## src/inc/fppio_defs.vh

```
// Overview of operation
// output pins driven from latches; inputs unlatched
// port read samples pins in S1
// port write updates output in S2; here the latch updates in S2 and the pins one cycle later
// reset: port0 latch ones, drive select zero
// port0 per-bit open-drain or push-pull drive
// port0 latch readable; separate pin-state register
// software sets port0 latch before input use
// port1 five bits, direction/latch reset zero
// software sets latch before function output direction
// port1 bit1 feeds interrupt even as output
// port1 bit0 general or irq0, resets input
// port2 three bits, latch resets to ones
// dual-clock mode gives port2 bits 1,2 away
// port2 bit0 falling edge feeds interrupt always
// port2 reads define only bits 2 to 0
// stop mode floats port2 bit0 output
// reset: port3 direction, latch zero; disable set
// disable zero makes selected port3 pins analog
// port3 direction one drives latch bit
// converter use: analog pins read latch, unwritable
// software clears direction for key-on wakeup
// read-modify-write reads pins for input bits
// irq0 select: zero general, one interrupt
`ifndef FPPIO_DEFS_VH
`define FPPIO_DEFS_VH

// ============================================================
// register addresses
`define FPPIO_ADDR_P0_LATCH 6'h00
`define FPPIO_ADDR_P1_LATCH 6'h01
`define FPPIO_ADDR_P2_LATCH 6'h02
`define FPPIO_ADDR_P3_LATCH 6'h03
`define FPPIO_ADDR_P1_DIR 6'h09
`define FPPIO_ADDR_P3_DIR 6'h0A
`define FPPIO_ADDR_P0_DRIVE 6'h0B
`define FPPIO_ADDR_P0_PINS 6'h0C
`define FPPIO_ADDR_P2_PINS 6'h0D
`define FPPIO_ADDR_CONV_CTRL1 6'h0E
`define FPPIO_ADDR_EXT_IRQ_CTRL 6'h37

// ============================================================
// field positions
`define FPPIO_CONV_AIN_DIS_BIT 4
`define FPPIO_CONV_CHSEL_MSB 2
`define FPPIO_CONV_CHSEL_LSB 0
`define FPPIO_IRQ0_SEL_BIT 6
`define FPPIO_P2_DUAL_BIT_LO 1
`define FPPIO_P2_DUAL_BIT_HI 2

// ============================================================
// reset values
`define FPPIO_RST_P0_LATCH 8'hFF
`define FPPIO_RST_P0_DRIVE 8'h00
`define FPPIO_RST_P1_LATCH 5'h00
`define FPPIO_RST_P1_DIR 5'h00
`define FPPIO_RST_P2_LATCH 3'h7
`define FPPIO_RST_P3_LATCH 8'h00
`define FPPIO_RST_P3_DIR 8'h00
`define FPPIO_RST_CONV_CTRL1 8'h10
`define FPPIO_RST_EXT_IRQ_CTRL 8'h00

// ============================================================
// edge detector modes
`define FPPIO_EDGE_RISE 2'h0
`define FPPIO_EDGE_FALL 2'h1
`define FPPIO_EDGE_BOTH 2'h2

`endif

```

## src/fppio_rst_sync.v

```verilog
`timescale 1ns/10ps
module fppio_rst_sync (
  input wire sys_clk_i,
  input wire rst_n_i,
  output wire rst_n_o
);
  reg meta_n_r;
  reg sync_n_r;

  // ============================================================
  // release through two flops, assert at once
  always @(posedge sys_clk_i or negedge rst_n_i) begin
    if (!rst_n_i) begin
      meta_n_r <= 1'b0;
      sync_n_r <= 1'b0;
    end else begin
      meta_n_r <= 1'b1;
      sync_n_r <= meta_n_r;
    end
  end

  assign rst_n_o = sync_n_r;
endmodule // fppio_rst_sync

```

## src/fppio_edge_det.v

```verilog
`timescale 1ns/10ps
`include "fppio_defs.vh"
module fppio_edge_det #(
  parameter [1:0] MODE = `FPPIO_EDGE_BOTH
) (
  input wire sys_clk_i,
  input wire rst_n_i,
  input wire level_i,
  input wire enable_i,
  output reg pulse_o
);
  reg prev_r;
  reg armed_r;
  wire rise;
  wire fall;

  assign rise = level_i & ~prev_r;
  assign fall = ~level_i & prev_r;

  // ============================================================
  // edge pulse, one cycle after the change
  always @(posedge sys_clk_i or negedge rst_n_i) begin
    if (!rst_n_i) begin
      prev_r <= 1'b0;
      armed_r <= 1'b0;
      pulse_o <= 1'b0;
    end else begin
      prev_r <= level_i;
      // first sample only loads the level, so a high idle pin gives no false edge
      armed_r <= 1'b1;
      case (MODE)
        `FPPIO_EDGE_RISE: pulse_o <= armed_r & enable_i & rise;
        `FPPIO_EDGE_FALL: pulse_o <= armed_r & enable_i & fall;
        default: pulse_o <= armed_r & enable_i & (rise | fall);
      endcase
    end
  end
endmodule // fppio_edge_det

```

## src/fppio_top.v

```verilog
`timescale 1ns/10ps
`include "fppio_defs.vh"
module fppio_top (
  input wire sys_clk_i,
  input wire rst_n_i,
  input wire [5:0] bus_addr_i,
  input wire [7:0] bus_wdata_i,
  input wire bus_rd_i,
  input wire bus_wr_i,
  output reg [7:0] bus_rdata_o,
  input wire stop_mode_i,
  input wire dual_clock_i,
  input wire [7:0] p0_pin_i,
  output reg [7:0] p0_out_o,
  output reg [7:0] p0_oe_o,
  input wire [4:0] p1_pin_i,
  output reg [4:0] p1_out_o,
  output reg [4:0] p1_oe_o,
  input wire [2:0] p2_pin_i,
  output reg [2:0] p2_out_o,
  output reg [2:0] p2_oe_o,
  output reg osc_pins_taken_o,
  input wire [7:0] p3_pin_i,
  output reg [7:0] p3_out_o,
  output reg [7:0] p3_oe_o,
  output reg [7:0] p3_analog_o,
  output reg [2:0] converter_channel_select_o,
  output reg irq0_edge_o,
  output reg irq_p11_edge_o,
  output reg irq_p20_edge_o
);
  reg [7:0] port0_output_latch_r;
  reg [7:0] port0_drive_select_r;
  reg [4:0] port1_output_latch_r;
  reg [4:0] port1_direction_r;
  reg [2:0] port2_output_latch_r;
  reg [7:0] port3_output_latch_r;
  reg [7:0] port3_direction_r;
  reg [7:0] converter_control_one_r;
  reg [7:0] ext_irq_ctrl_r;
  reg wr_pend_r;
  reg [5:0] wr_addr_r;
  reg [7:0] wr_data_r;
  reg [7:0] rdata_nxt;
  reg [7:0] p3_analog_nxt;
  wire rst_n;
  wire analog_input_disable;
  wire irq0_pin_select;
  wire [2:0] chsel;
  wire irq0_pulse;
  wire p11_pulse;
  wire p20_pulse;
  wire [7:0] p3_wmask;
  wire [7:0] p0_oe_nxt;
  wire [4:0] p1_oe_nxt;
  wire [4:0] p1_rd_mix;
  wire [2:0] p2_keep;
  wire [2:0] p2_oe_nxt;
  wire [7:0] p3_oe_nxt;
  wire [7:0] p3_rd_mix;
  genvar gi;

  // ============================================================
  // reset release
  fppio_rst_sync u_rst (
    .sys_clk_i(sys_clk_i),
    .rst_n_i(rst_n_i),
    .rst_n_o(rst_n)
  );

  assign analog_input_disable = converter_control_one_r[`FPPIO_CONV_AIN_DIS_BIT];
  assign chsel = converter_control_one_r[`FPPIO_CONV_CHSEL_MSB:`FPPIO_CONV_CHSEL_LSB];
  assign irq0_pin_select = ext_irq_ctrl_r[`FPPIO_IRQ0_SEL_BIT];

  // one-hot of the chosen channel, used for analog and write masks
  function [7:0] fppio_onehot;
    input [2:0] idx;
    begin
      fppio_onehot = 8'h01 << idx;
    end
  endfunction

  // ============================================================
  // analog pin selection
  always @* begin
    // analog selection
    if (!analog_input_disable) begin
      p3_analog_nxt = fppio_onehot(chsel);
    end else begin
      p3_analog_nxt = 8'h00;
    end
  end

  // analog pins unwritable
  assign p3_wmask = ~p3_analog_nxt;

  // ============================================================
  // read path: pins sampled in the request cycle
  always @* begin
    rdata_nxt = 8'h00;
    // unmapped addresses read zero; writes to them are dropped
    case (bus_addr_i)
      // latch contents
      `FPPIO_ADDR_P0_LATCH: rdata_nxt = port0_output_latch_r;
      // input bits read pins
      `FPPIO_ADDR_P1_LATCH: rdata_nxt = {3'h0, p1_rd_mix};
      // upper bits read zero
      `FPPIO_ADDR_P2_LATCH: rdata_nxt = {5'h00, port2_output_latch_r};
      // analog pins return latch
      `FPPIO_ADDR_P3_LATCH: rdata_nxt = p3_rd_mix;
      `FPPIO_ADDR_P1_DIR: rdata_nxt = {3'h0, port1_direction_r};
      `FPPIO_ADDR_P3_DIR: rdata_nxt = port3_direction_r;
      `FPPIO_ADDR_P0_DRIVE: rdata_nxt = port0_drive_select_r;
      // pin-state register
      `FPPIO_ADDR_P0_PINS: rdata_nxt = p0_pin_i;
      // pin-state low bits only
      `FPPIO_ADDR_P2_PINS: rdata_nxt = {5'h00, p2_pin_i};
      `FPPIO_ADDR_CONV_CTRL1: rdata_nxt = converter_control_one_r;
      `FPPIO_ADDR_EXT_IRQ_CTRL: rdata_nxt = ext_irq_ctrl_r;
      default: rdata_nxt = 8'h00;
    endcase
  end

  // ============================================================
  // bus timing
  always @(posedge sys_clk_i or negedge rst_n) begin
    if (!rst_n) begin
      bus_rdata_o <= 8'h00;
      wr_pend_r <= 1'b0;
      wr_addr_r <= 6'h00;
      wr_data_r <= 8'h00;
    end else begin
      // sample in first state
      if (bus_rd_i) begin
        bus_rdata_o <= rdata_nxt;
      end
      // write held for the second state
      // a read in the very next cycle still sees the old value
      wr_pend_r <= bus_wr_i;
      if (bus_wr_i) begin
        wr_addr_r <= bus_addr_i;
        wr_data_r <= bus_wdata_i;
      end
    end
  end

  // ============================================================
  // register file
  always @(posedge sys_clk_i or negedge rst_n) begin
    if (!rst_n) begin
      // port0 reset values
      port0_output_latch_r <= `FPPIO_RST_P0_LATCH;
      port0_drive_select_r <= `FPPIO_RST_P0_DRIVE;
      // port1 reset values
      port1_output_latch_r <= `FPPIO_RST_P1_LATCH;
      port1_direction_r <= `FPPIO_RST_P1_DIR;
      // port2 latch ones
      port2_output_latch_r <= `FPPIO_RST_P2_LATCH;
      // port3 digital inputs
      port3_output_latch_r <= `FPPIO_RST_P3_LATCH;
      port3_direction_r <= `FPPIO_RST_P3_DIR;
      converter_control_one_r <= `FPPIO_RST_CONV_CTRL1;
      // port1 bit0 general input
      ext_irq_ctrl_r <= `FPPIO_RST_EXT_IRQ_CTRL;
    end else if (wr_pend_r) begin
      // update in second state
      case (wr_addr_r)
        `FPPIO_ADDR_P0_LATCH: port0_output_latch_r <= wr_data_r;
        `FPPIO_ADDR_P1_LATCH: port1_output_latch_r <= wr_data_r[4:0];
        `FPPIO_ADDR_P2_LATCH: port2_output_latch_r <= wr_data_r[2:0];
        // analog bits keep latch
        `FPPIO_ADDR_P3_LATCH: port3_output_latch_r <= (wr_data_r & p3_wmask)
          | (port3_output_latch_r & ~p3_wmask);
        `FPPIO_ADDR_P1_DIR: port1_direction_r <= wr_data_r[4:0];
        `FPPIO_ADDR_P3_DIR: port3_direction_r <= wr_data_r;
        `FPPIO_ADDR_P0_DRIVE: port0_drive_select_r <= wr_data_r;
        `FPPIO_ADDR_CONV_CTRL1: converter_control_one_r <= wr_data_r;
        `FPPIO_ADDR_EXT_IRQ_CTRL: ext_irq_ctrl_r <= wr_data_r;
        // read-only and unmapped addresses fall through
        default: port0_output_latch_r <= port0_output_latch_r;
      endcase
    end
  end

  // ============================================================
  // interrupt edge feeds; pins still seen while driven
  // a pin turned output can raise a pseudo edge; mask it upstream
  // irq0 only when selected
  fppio_edge_det #(.MODE(`FPPIO_EDGE_FALL)) u_irq0 (
    .sys_clk_i(sys_clk_i),
    .rst_n_i(rst_n),
    .level_i(p1_pin_i[0]),
    .enable_i(irq0_pin_select),
    .pulse_o(irq0_pulse)
  );

  // both edges, even as output
  fppio_edge_det #(.MODE(`FPPIO_EDGE_BOTH)) u_p11 (
    .sys_clk_i(sys_clk_i),
    .rst_n_i(rst_n),
    .level_i(p1_pin_i[1]),
    .enable_i(1'b1),
    .pulse_o(p11_pulse)
  );

  // falling edge, even as output
  fppio_edge_det #(.MODE(`FPPIO_EDGE_FALL)) u_p20 (
    .sys_clk_i(sys_clk_i),
    .rst_n_i(rst_n),
    .level_i(p2_pin_i[0]),
    .enable_i(1'b1),
    .pulse_o(p20_pulse)
  );

  // ============================================================
  // port0 drive enables, per bit
  generate
    for (gi = 0; gi < 8; gi = gi + 1) begin : g_p0_oe
      // low always pulls, high drives only when push-pull
      assign p0_oe_nxt[gi] = ~port0_output_latch_r[gi] | port0_drive_select_r[gi];
    end
  endgenerate

  // ============================================================
  // port1 direction and read-back, per bit
  generate
    for (gi = 0; gi < 5; gi = gi + 1) begin : g_p1_bit
      // direction one drives the pin
      assign p1_oe_nxt[gi] = port1_direction_r[gi];
      // input-mode bits read the pin, so rmw may copy it
      assign p1_rd_mix[gi] = port1_direction_r[gi] ? port1_output_latch_r[gi] : p1_pin_i[gi];
    end
  endgenerate

  // ============================================================
  // port2 open drain, masked by stop and oscillator
  // stop floats bit0
  // oscillator owns bits 1 and 2
  assign p2_keep = {{2{~dual_clock_i}}, ~stop_mode_i};
  generate
    for (gi = 0; gi < 3; gi = gi + 1) begin : g_p2_oe
      // latch one releases the pin so it can be an input
      assign p2_oe_nxt[gi] = ~port2_output_latch_r[gi] & p2_keep[gi];
    end
  endgenerate

  // ============================================================
  // port3 direction, analog override and read-back
  generate
    for (gi = 0; gi < 8; gi = gi + 1) begin : g_p3_bit
      // direction one drives, analog wins
      assign p3_oe_nxt[gi] = port3_direction_r[gi] & ~p3_analog_nxt[gi];
      // analog pins read the latch
      assign p3_rd_mix[gi] = (port3_direction_r[gi] | p3_analog_nxt[gi])
        ? port3_output_latch_r[gi] : p3_pin_i[gi];
    end
  endgenerate

  // ============================================================
  // pin drivers, one cycle behind the latches
  // one cycle of lag traded for flop-driven pins
  always @(posedge sys_clk_i or negedge rst_n) begin
    if (!rst_n) begin
      p0_out_o <= `FPPIO_RST_P0_LATCH;
      p0_oe_o <= 8'h00;
      p1_out_o <= `FPPIO_RST_P1_LATCH;
      p1_oe_o <= 5'h00;
      p2_out_o <= `FPPIO_RST_P2_LATCH;
      p2_oe_o <= 3'h0;
      osc_pins_taken_o <= 1'b0;
      p3_out_o <= `FPPIO_RST_P3_LATCH;
      p3_oe_o <= 8'h00;
      p3_analog_o <= 8'h00;
      converter_channel_select_o <= 3'h0;
      irq0_edge_o <= 1'b0;
      irq_p11_edge_o <= 1'b0;
      irq_p20_edge_o <= 1'b0;
    end else begin
      // outputs from latches
      p0_out_o <= port0_output_latch_r;
      // low always pulls, high drives only when push-pull
      p0_oe_o <= p0_oe_nxt;
      p1_out_o <= port1_output_latch_r;
      p1_oe_o <= p1_oe_nxt;
      // latch one releases the pin so it can be an input
      p2_out_o <= port2_output_latch_r;
      // stop floats bit0
      // oscillator owns bits 1 and 2
      p2_oe_o <= p2_oe_nxt;
      osc_pins_taken_o <= dual_clock_i;
      // direction one drives latch
      p3_out_o <= port3_output_latch_r;
      p3_oe_o <= p3_oe_nxt;
      p3_analog_o <= p3_analog_nxt;
      converter_channel_select_o <= chsel;
      irq0_edge_o <= irq0_pulse;
      irq_p11_edge_o <= p11_pulse;
      irq_p20_edge_o <= p20_pulse;
    end
  end
endmodule // fppio_top

```

## config.mk

```make
export PLATFORM = sky130hd
export DESIGN_NAME = fppio_top
export DESIGN_NICKNAME = d
export VERILOG_FILES = /design/src/fppio_rst_sync.v /design/src/fppio_edge_det.v /design/src/fppio_top.v
export VERILOG_INCLUDE_DIRS = /design/src /design/src/inc
export SDC_FILE = /design/constraint.sdc
export NUM_CORES = 1
export LEC_CHECK = 0
export ABC_CLOCK_PERIOD_IN_PS = 6840
export BUFFER_PORTS_ARGS = -buffer_cell sky130_fd_sc_hd__clkbuf_2
export CORE_UTILIZATION = 24
export DETAILED_ROUTE_END_ITERATION = 7
export GPL_TIMING_DRIVEN = 0
export SKIP_LAST_GASP = 1
export SYNTH_ARGS = -nofsm -noshare
export SYNTH_HDL_FRONTEND = slang
export SYNTH_SLANG_ARGS = --single-unit
```

## constraint.sdc

```tcl
create_clock -name sys_clk_i -period 6.84 [get_ports sys_clk_i]
set_input_delay 1.368 -clock sys_clk_i [delete_from_list [all_inputs] [get_ports sys_clk_i]]
set_output_delay 1.368 -clock sys_clk_i [all_outputs]
set_load 0.03 [all_outputs]
```

==> results.cfg, run 1 <==
[status]
status = finished clean

[global_routing]
grt_pass1_wl_um = 25000
grt_overflow = 0
grt_pass1_vias = 3996
antenna_found_initial = 0
grt_usage_pct = 13.0
grt_max_degree = 60

[cells_and_area]
nFillCells = 2591
diodes = 0
syn_to_final_growth_pct = 25.7
fin_nets = 621
fin_util_pct = 31.1
drive_gt1_share_pct = 48.3

[worst_setup_path]
arrival_ns = 1.19
critPathKind = reg -> out
ff2ff_setup_slack_ns = 4.87
ff2ff_path_depth = 5
critical_path.max_fanout = 1
end_kind = output pin
cp.required_ns = 5.47
path_cells = clkbuf_2
cp_slowest_cell = dfstp_2
critPathLaunch = p0_out_o[4]$_DFF_PN1_
worstReg2RegStart = wr_addr_r[5]$_DFFE_PN0P_
path_buf_inv = 1
startpoint_type = flip-flop
crit_family = flip-flops
cpPeakStageDelay_ns = 0.55

[die]
die_y_um = 164
rows = 58
io_pins = 115
initial_core_util_pct = 24.8
dieWidth_um = 164
core_sq_um = 25500
die-area_sq_um = 26900

[sta]
worst_pin_slew_ns = 0.749
setup_tns_ns = 0
drv_slew = 0
worst_slack_ns = 4.29
slew_headroom_pct = 49.8
hold_slack_ns = 0.337
fmax_mhz = 392
grt_setup_unrepaired = false
finClkSkew_ns = 0.0155
hold_violations = 0
finalSetupViolCount = 0
period_share_pct = 37.3
period_minus_slack_ns = 2.55

[detailed_routing]
vias = 3971
drt-vias-per-instance = 4.32
drc = 0
wl_per_cell_um = 18.2
ant_nets = 0
first_iter_violations = 180
dr.pass1.iters = 4
routed_wirelength_um = 16800

[yosys]
synth_cell_type_count = 51
syn_area_per_cell_sq_um = 14.2
ys_async_sr_fraction_pct = 100
ys.flop_type = dfrtp_1
synth_enable_flop_cells = 0
netlist_area_sq_um = 6310
yosysWarningCount = 0
syn_inst = 444
ys_ff_latch = 156
yosysSeqAreaShare_pct = 62.3

[cts]
cts_root_buffer = clkbuf_16
clkTransAtPathRegs_ns = 0.07
post-cts-setup-buffer-count = 0
post_cts_resized = 0
h-tree-depth = 4
worstSkewPairLatency_ns = 0.43
cts_max_path_buffers = 2
postCtsHoldBufs = 0
cts_buffers = 17
cts.sinks = 156
cts_tree = yes

[placement]
dp_slack_ns = 3.84
port_buffers = 111
hpwl_um = 12400
gp_congestion = 0.779

[run]
max_cap_violations = 0

[power]
p_per_area_nw_per_um2 = 348
total_leakage_power_nw = 3.70
vdd.ir_drop.worst_v = 0.000163

[worst_hold_path]
hp-class = reg -> async
worst max-delay path by stage:
stage / endpoint / slack (ns) / depth (start not counted)
final: p0_out_o[4] / 4.29 / 1
after global routing: bus_rdata_o[2]$_DFFE_PN0P_ / 4.17 / 7
after CTS: p0_out_o[4] / 4.27 / 1
after detailed placement: bus_rdata_o[5]$_DFFE_PN0P_ / 3.84 / 7
after global placement: p3_analog_o[5]$_DFF_PN0_ / 0.28 / 0
after floorplan: async pin / 2.21 / 0
cell families (layout without fill, tap and decap cells):
group	after synthesis	count (layout)	share of synthesized area, %
mux	100	100	17.6
other cells	1	2	0.0594
xor+xnor	1	1	0.139
flops	156	156	62.3
compound gates	44	44	5.51
simple gates	118	118	11.4
buf+inv	24	169	2.97
stage by stage:
step / power (mW) / cell area (sq um) / std cells
2_1_floorplan: 1.62 / 6310 / 445
3_3_place_gp: 1.82 / 7280 / 886
3_5_place_dp: 1.83 / 7340 / 888
4_1_cts: 2.80 / 7930 / 920
5_1_grt: 2.89 / 7930 / 920
6_report: 2.76 / 7930 / 920
cell usage after synthesis, drive strengths merged (3+ instances only):
cell type,count,share of area (%)
dfrtp,133,53
mux2,87,16
nor2,36,2.1
dfstp,23,9.6
nand2,20,1.2
mux2i,13,2.1
nor2b,12,1.2
buf,11,1.4
clkbuf,11,1.5
nand2b,9,0.89
a311oi,7,0.97
o21ai,7,0.56
nand3,6,0.48
nor3,6,0.73
nor4b,5,1.2
a211oi,4,0.48
a22o,4,0.56
and3,4,0.40
and4b,4,0.63
and4bb,4,0.79
a21oi,3,0.24
a32o,3,0.48
area by class of cell:
class	instances	area, sq um	share of cell area [%]
plain buffers	22	180	2.27
clock buffers	19	433	5.46
clock inverters	13	156	1.97
inverters	2	7.51	0.0947
multi-input cells	265	2190	27.7
flip-flops and latches	156	3940	49.6
well taps	330	413	5.21
repair buffers	113	611	7.70
placed cells by master (no fill, tap or decap), types with 5 or more instances in the layout:
| master | count |
|---|---|
| dfrtp_1 | 132 |
| clkbuf_2 | 112 |
| mux2_2 | 87 |
| nor2_1 | 36 |
| dfstp_2 | 23 |
| nand2_1 | 20 |
| clkbuf_16 | 17 |
| mux2i_1 | 13 |
| nor2b_1 | 12 |
| nand2b_1 | 9 |
| clkbuf_1 | 7 |
| a311oi_1 | 7 |
| o21ai_0 | 7 |
| buf_2 | 6 |
| nand3_1 | 6 |
| nor4b_2 | 5 |
| clkbuf_8 | 5 |
registers in the layout (all words and copies together), names as in the netlist, 5 cells and up, named ones only:
name / flops
p1_oe_o: 5
port0_output_latch_r: 8
wr_addr_r: 6
port0_drive_select_r: 8
p3_oe_o: 8
p1_out_o: 5
p3_out_o: 8
port1_output_latch_r: 5
p0_out_o: 8
port3_direction_r: 8
p0_oe_o: 8
p3_analog_o: 8
p1_oe_nxt: 5
wr_data_r: 8
converter_control_one_r: 8
ext_irq_ctrl_r: 8
bus_rdata_o: 8
power breakdown:
part	switching [mW]	total, mW	internal, mW	leakage, nW
sequential	0.131	1.26	1.13	1.95
combinational	0.339	0.550	0.211	1.47
clock	0.401	0.949	0.548	0.287
total	0.870	2.76	1.89	3.70
layer usage:
| metal | part of all wire [%] | routed length (um) | global-route usage [%] | vias up |
|---|---|---|---|---|
| li1 | - | - | - | 1861 |
| met3 | 4.6 | 780 | 3.01 | 11 |
| met4 | 1.0 | 175 | 5.56 | 0 |
| met5 | 0 | 0 | 0 | - |
| met2 | 47 | 7890 | 19.7 | 89 |
| met1 | 47 | 7940 | 17.6 | 2010 |
Power figures use the tool's default switching activity.
==> inputs of run 2 (changes only) <==
--- a/config.mk
+++ b/config.mk
@@ -6,7 +6,7 @@
 export SDC_FILE = /design/constraint.sdc
 export NUM_CORES = 1
 export LEC_CHECK = 0
-export ABC_CLOCK_PERIOD_IN_PS = 6840
+export ABC_CLOCK_PERIOD_IN_PS = 2290
 export BUFFER_PORTS_ARGS = -buffer_cell sky130_fd_sc_hd__clkbuf_2
 export CORE_UTILIZATION = 24
 export DETAILED_ROUTE_END_ITERATION = 7
==> constraint.sdc (replaced) <==
create_clock -name sys_clk_i -period 2.29 [get_ports sys_clk_i]
set_input_delay 0.458 -clock sys_clk_i [delete_from_list [all_inputs] [get_ports sys_clk_i]]
set_output_delay 0.458 -clock sys_clk_i [all_outputs]
set_load 0.03 [all_outputs]
==> results.cfg, run 2 (synthesized netlist as in run 1, its figures left out) <==
[status]
status = finished clean

[cts]
post_cts_resized = 0
cts_tree = yes
cts_buffers = 17
cts_root_buffer = clkbuf_16
worstSkewPairLatency_ns = 0.43
h-tree-depth = 4
postCtsHoldBufs = 1
clkTransAtPathRegs_ns = 0.07
cts_max_path_buffers = 2
cts.sinks = 156
post-cts-setup-buffer-count = 0

[die]
die-area_sq_um = 26900
rows = 58
initial_core_util_pct = 24.8
io_pins = 115
dieWidth_um = 164
die_y_um = 164
core_sq_um = 25500

[global_routing]
grt_usage_pct = 13.0
antenna_found_initial = 0
grt_max_degree = 67
grt_overflow = 0
grt_pass1_wl_um = 25200
grt_pass1_vias = 4101

[sta]
fmax_mhz = 504
worst_pin_slew_ns = 0.773
finClkSkew_ns = 0.0133
grt_setup_unrepaired = false
drv_slew = 0
hold_violations = 0
period_share_pct = 86.7
slew_headroom_pct = 48.2
setup_tns_ns = 0
finalSetupViolCount = 0
period_minus_slack_ns = 1.99

[detailed_routing]
dr.pass1.iters = 4
first_iter_violations = 251
drc = 0
wl_per_cell_um = 17.9
ant_nets = 0
vias = 4055
drt-vias-per-instance = 4.40
routed_wirelength_um = 16500

[power]
total_leakage_power_nw = 3.70
p_per_area_nw_per_um2 = 1020
vdd.ir_drop.worst_v = 0.000498

[cells_and_area]
nFillCells = 2607
syn_to_final_growth_pct = 25.7
drive_gt1_share_pct = 48.6
layout_commonest_cell = dfrtp_1
fin_util_pct = 31.1
diodes = 0
fin_nets = 622
final_cell_mix = dfrtp_1, clkbuf_2, mux2_2

[placement]
gp_congestion = 0.780
port_buffers = 111
hpwl_um = 12300

[worst_hold_path]
hp-class = in -> reg
whs_path_depth = 1
min_from = p1_pin_i[0]
holdPathEnd = u_irq0.prev_r$_DFF_PN0_

[worst_setup_path]
end_kind = flip-flop
critical_path.max_fanout = 10
worstReg2RegEnd = bus_rdata_o[2]$_DFFE_PN0P_
ff2ff_path_depth = 6
critPathKind = reg -> reg
startpoint_type = flip-flop
worstReg2RegStart = converter_control_one_r[2]$_DFFE_PN0P_
ff2ff_setup_slack_ns = 0.30
cp.required_ns = 2.60
arrival_ns = 2.29

[run]
max_cap_violations = 0
run 2: power by group:
| part | switching [mW] | leakage [nW] | internal [mW] |
|---|---|---|---|
| Clock | 1.23 | 0.280 | 1.50 |
| Combinational | 1.01 | 1.48 | 0.632 |
| Sequential | 0.385 | 1.95 | 3.37 |
| Total | 2.62 | 3.70 | 5.50 |
run 2: how the worst max path moves through the flow:
stage                                           startpoint                    endpoint  slack (ns)  cells past startpoint
global placement                   u_rst.rst_n_o$_DFF_PN0_        p0_oe_o[7]$_DFF_PN0_        0.07                      0
global route        converter_control_one_r[2]$_DFFE_PN0P_  bus_rdata_o[2]$_DFFE_PN0P_         0.1                      6
detailed placement                           bus_addr_i[5]  bus_rdata_o[6]$_DFFE_PN0P_        0.20                      7
floorplan                                    bus_addr_i[5]  bus_rdata_o[2]$_DFFE_PN0P_        0.53                      7
finish              converter_control_one_r[2]$_DFFE_PN0P_  bus_rdata_o[2]$_DFFE_PN0P_        0.30                      6
CTS                 converter_control_one_r[2]$_DFFE_PN0P_  bus_rdata_o[2]$_DFFE_PN0P_        0.29                      6
run 2: cell type report:
cell class,count,area [sq um],area share (%)
flip-flops and latches,156,3940,49.6
multi-input cells,265,2190,27.7
repair buffers,114,621,7.82
clock buffers,19,453,5.71
well taps,330,413,5.21
plain buffers,22,180,2.27
clock inverters,13,126,1.59
inverters,2,7.51,0.0947
run 2: layer usage:
layer / up-vias / GRT usage, % / share of wire [%]
li1: 1874 / - / -
met5: - / 0 / 0
met4: 0 / 4.67 / 1.4
met1: 2045 / 17.6 / 47
met3: 12 / 3.76 / 5.7
met2: 124 / 19.6 / 46
run 2: per-stage QoR:
stage	power (mW)	hold WS (ns)	cell area [sq um]	setup slack (ns)	instances
after floorplan	4.85	0.162	6320	0.528	445
after global placement	5.43	0.244	7290	0.0711	886
after detailed placement	5.47	0.247	7340	0.204	888
after CTS	8.24	0.147	7930	0.293	921
after global routing	8.55	0.155	7930	0.0966	921
final	8.12	0.171	7930	0.305	921
run 2: critical path: stages, from the launching register on:
cell and delay [ns]:
dfrtp_1 0.37, clkbuf_2 0.21, nor4b_2 0.58, nor3b_1 0.09
o21ai_0 0.28, nor4b_2 0.25, o2bb2ai_1 0.10
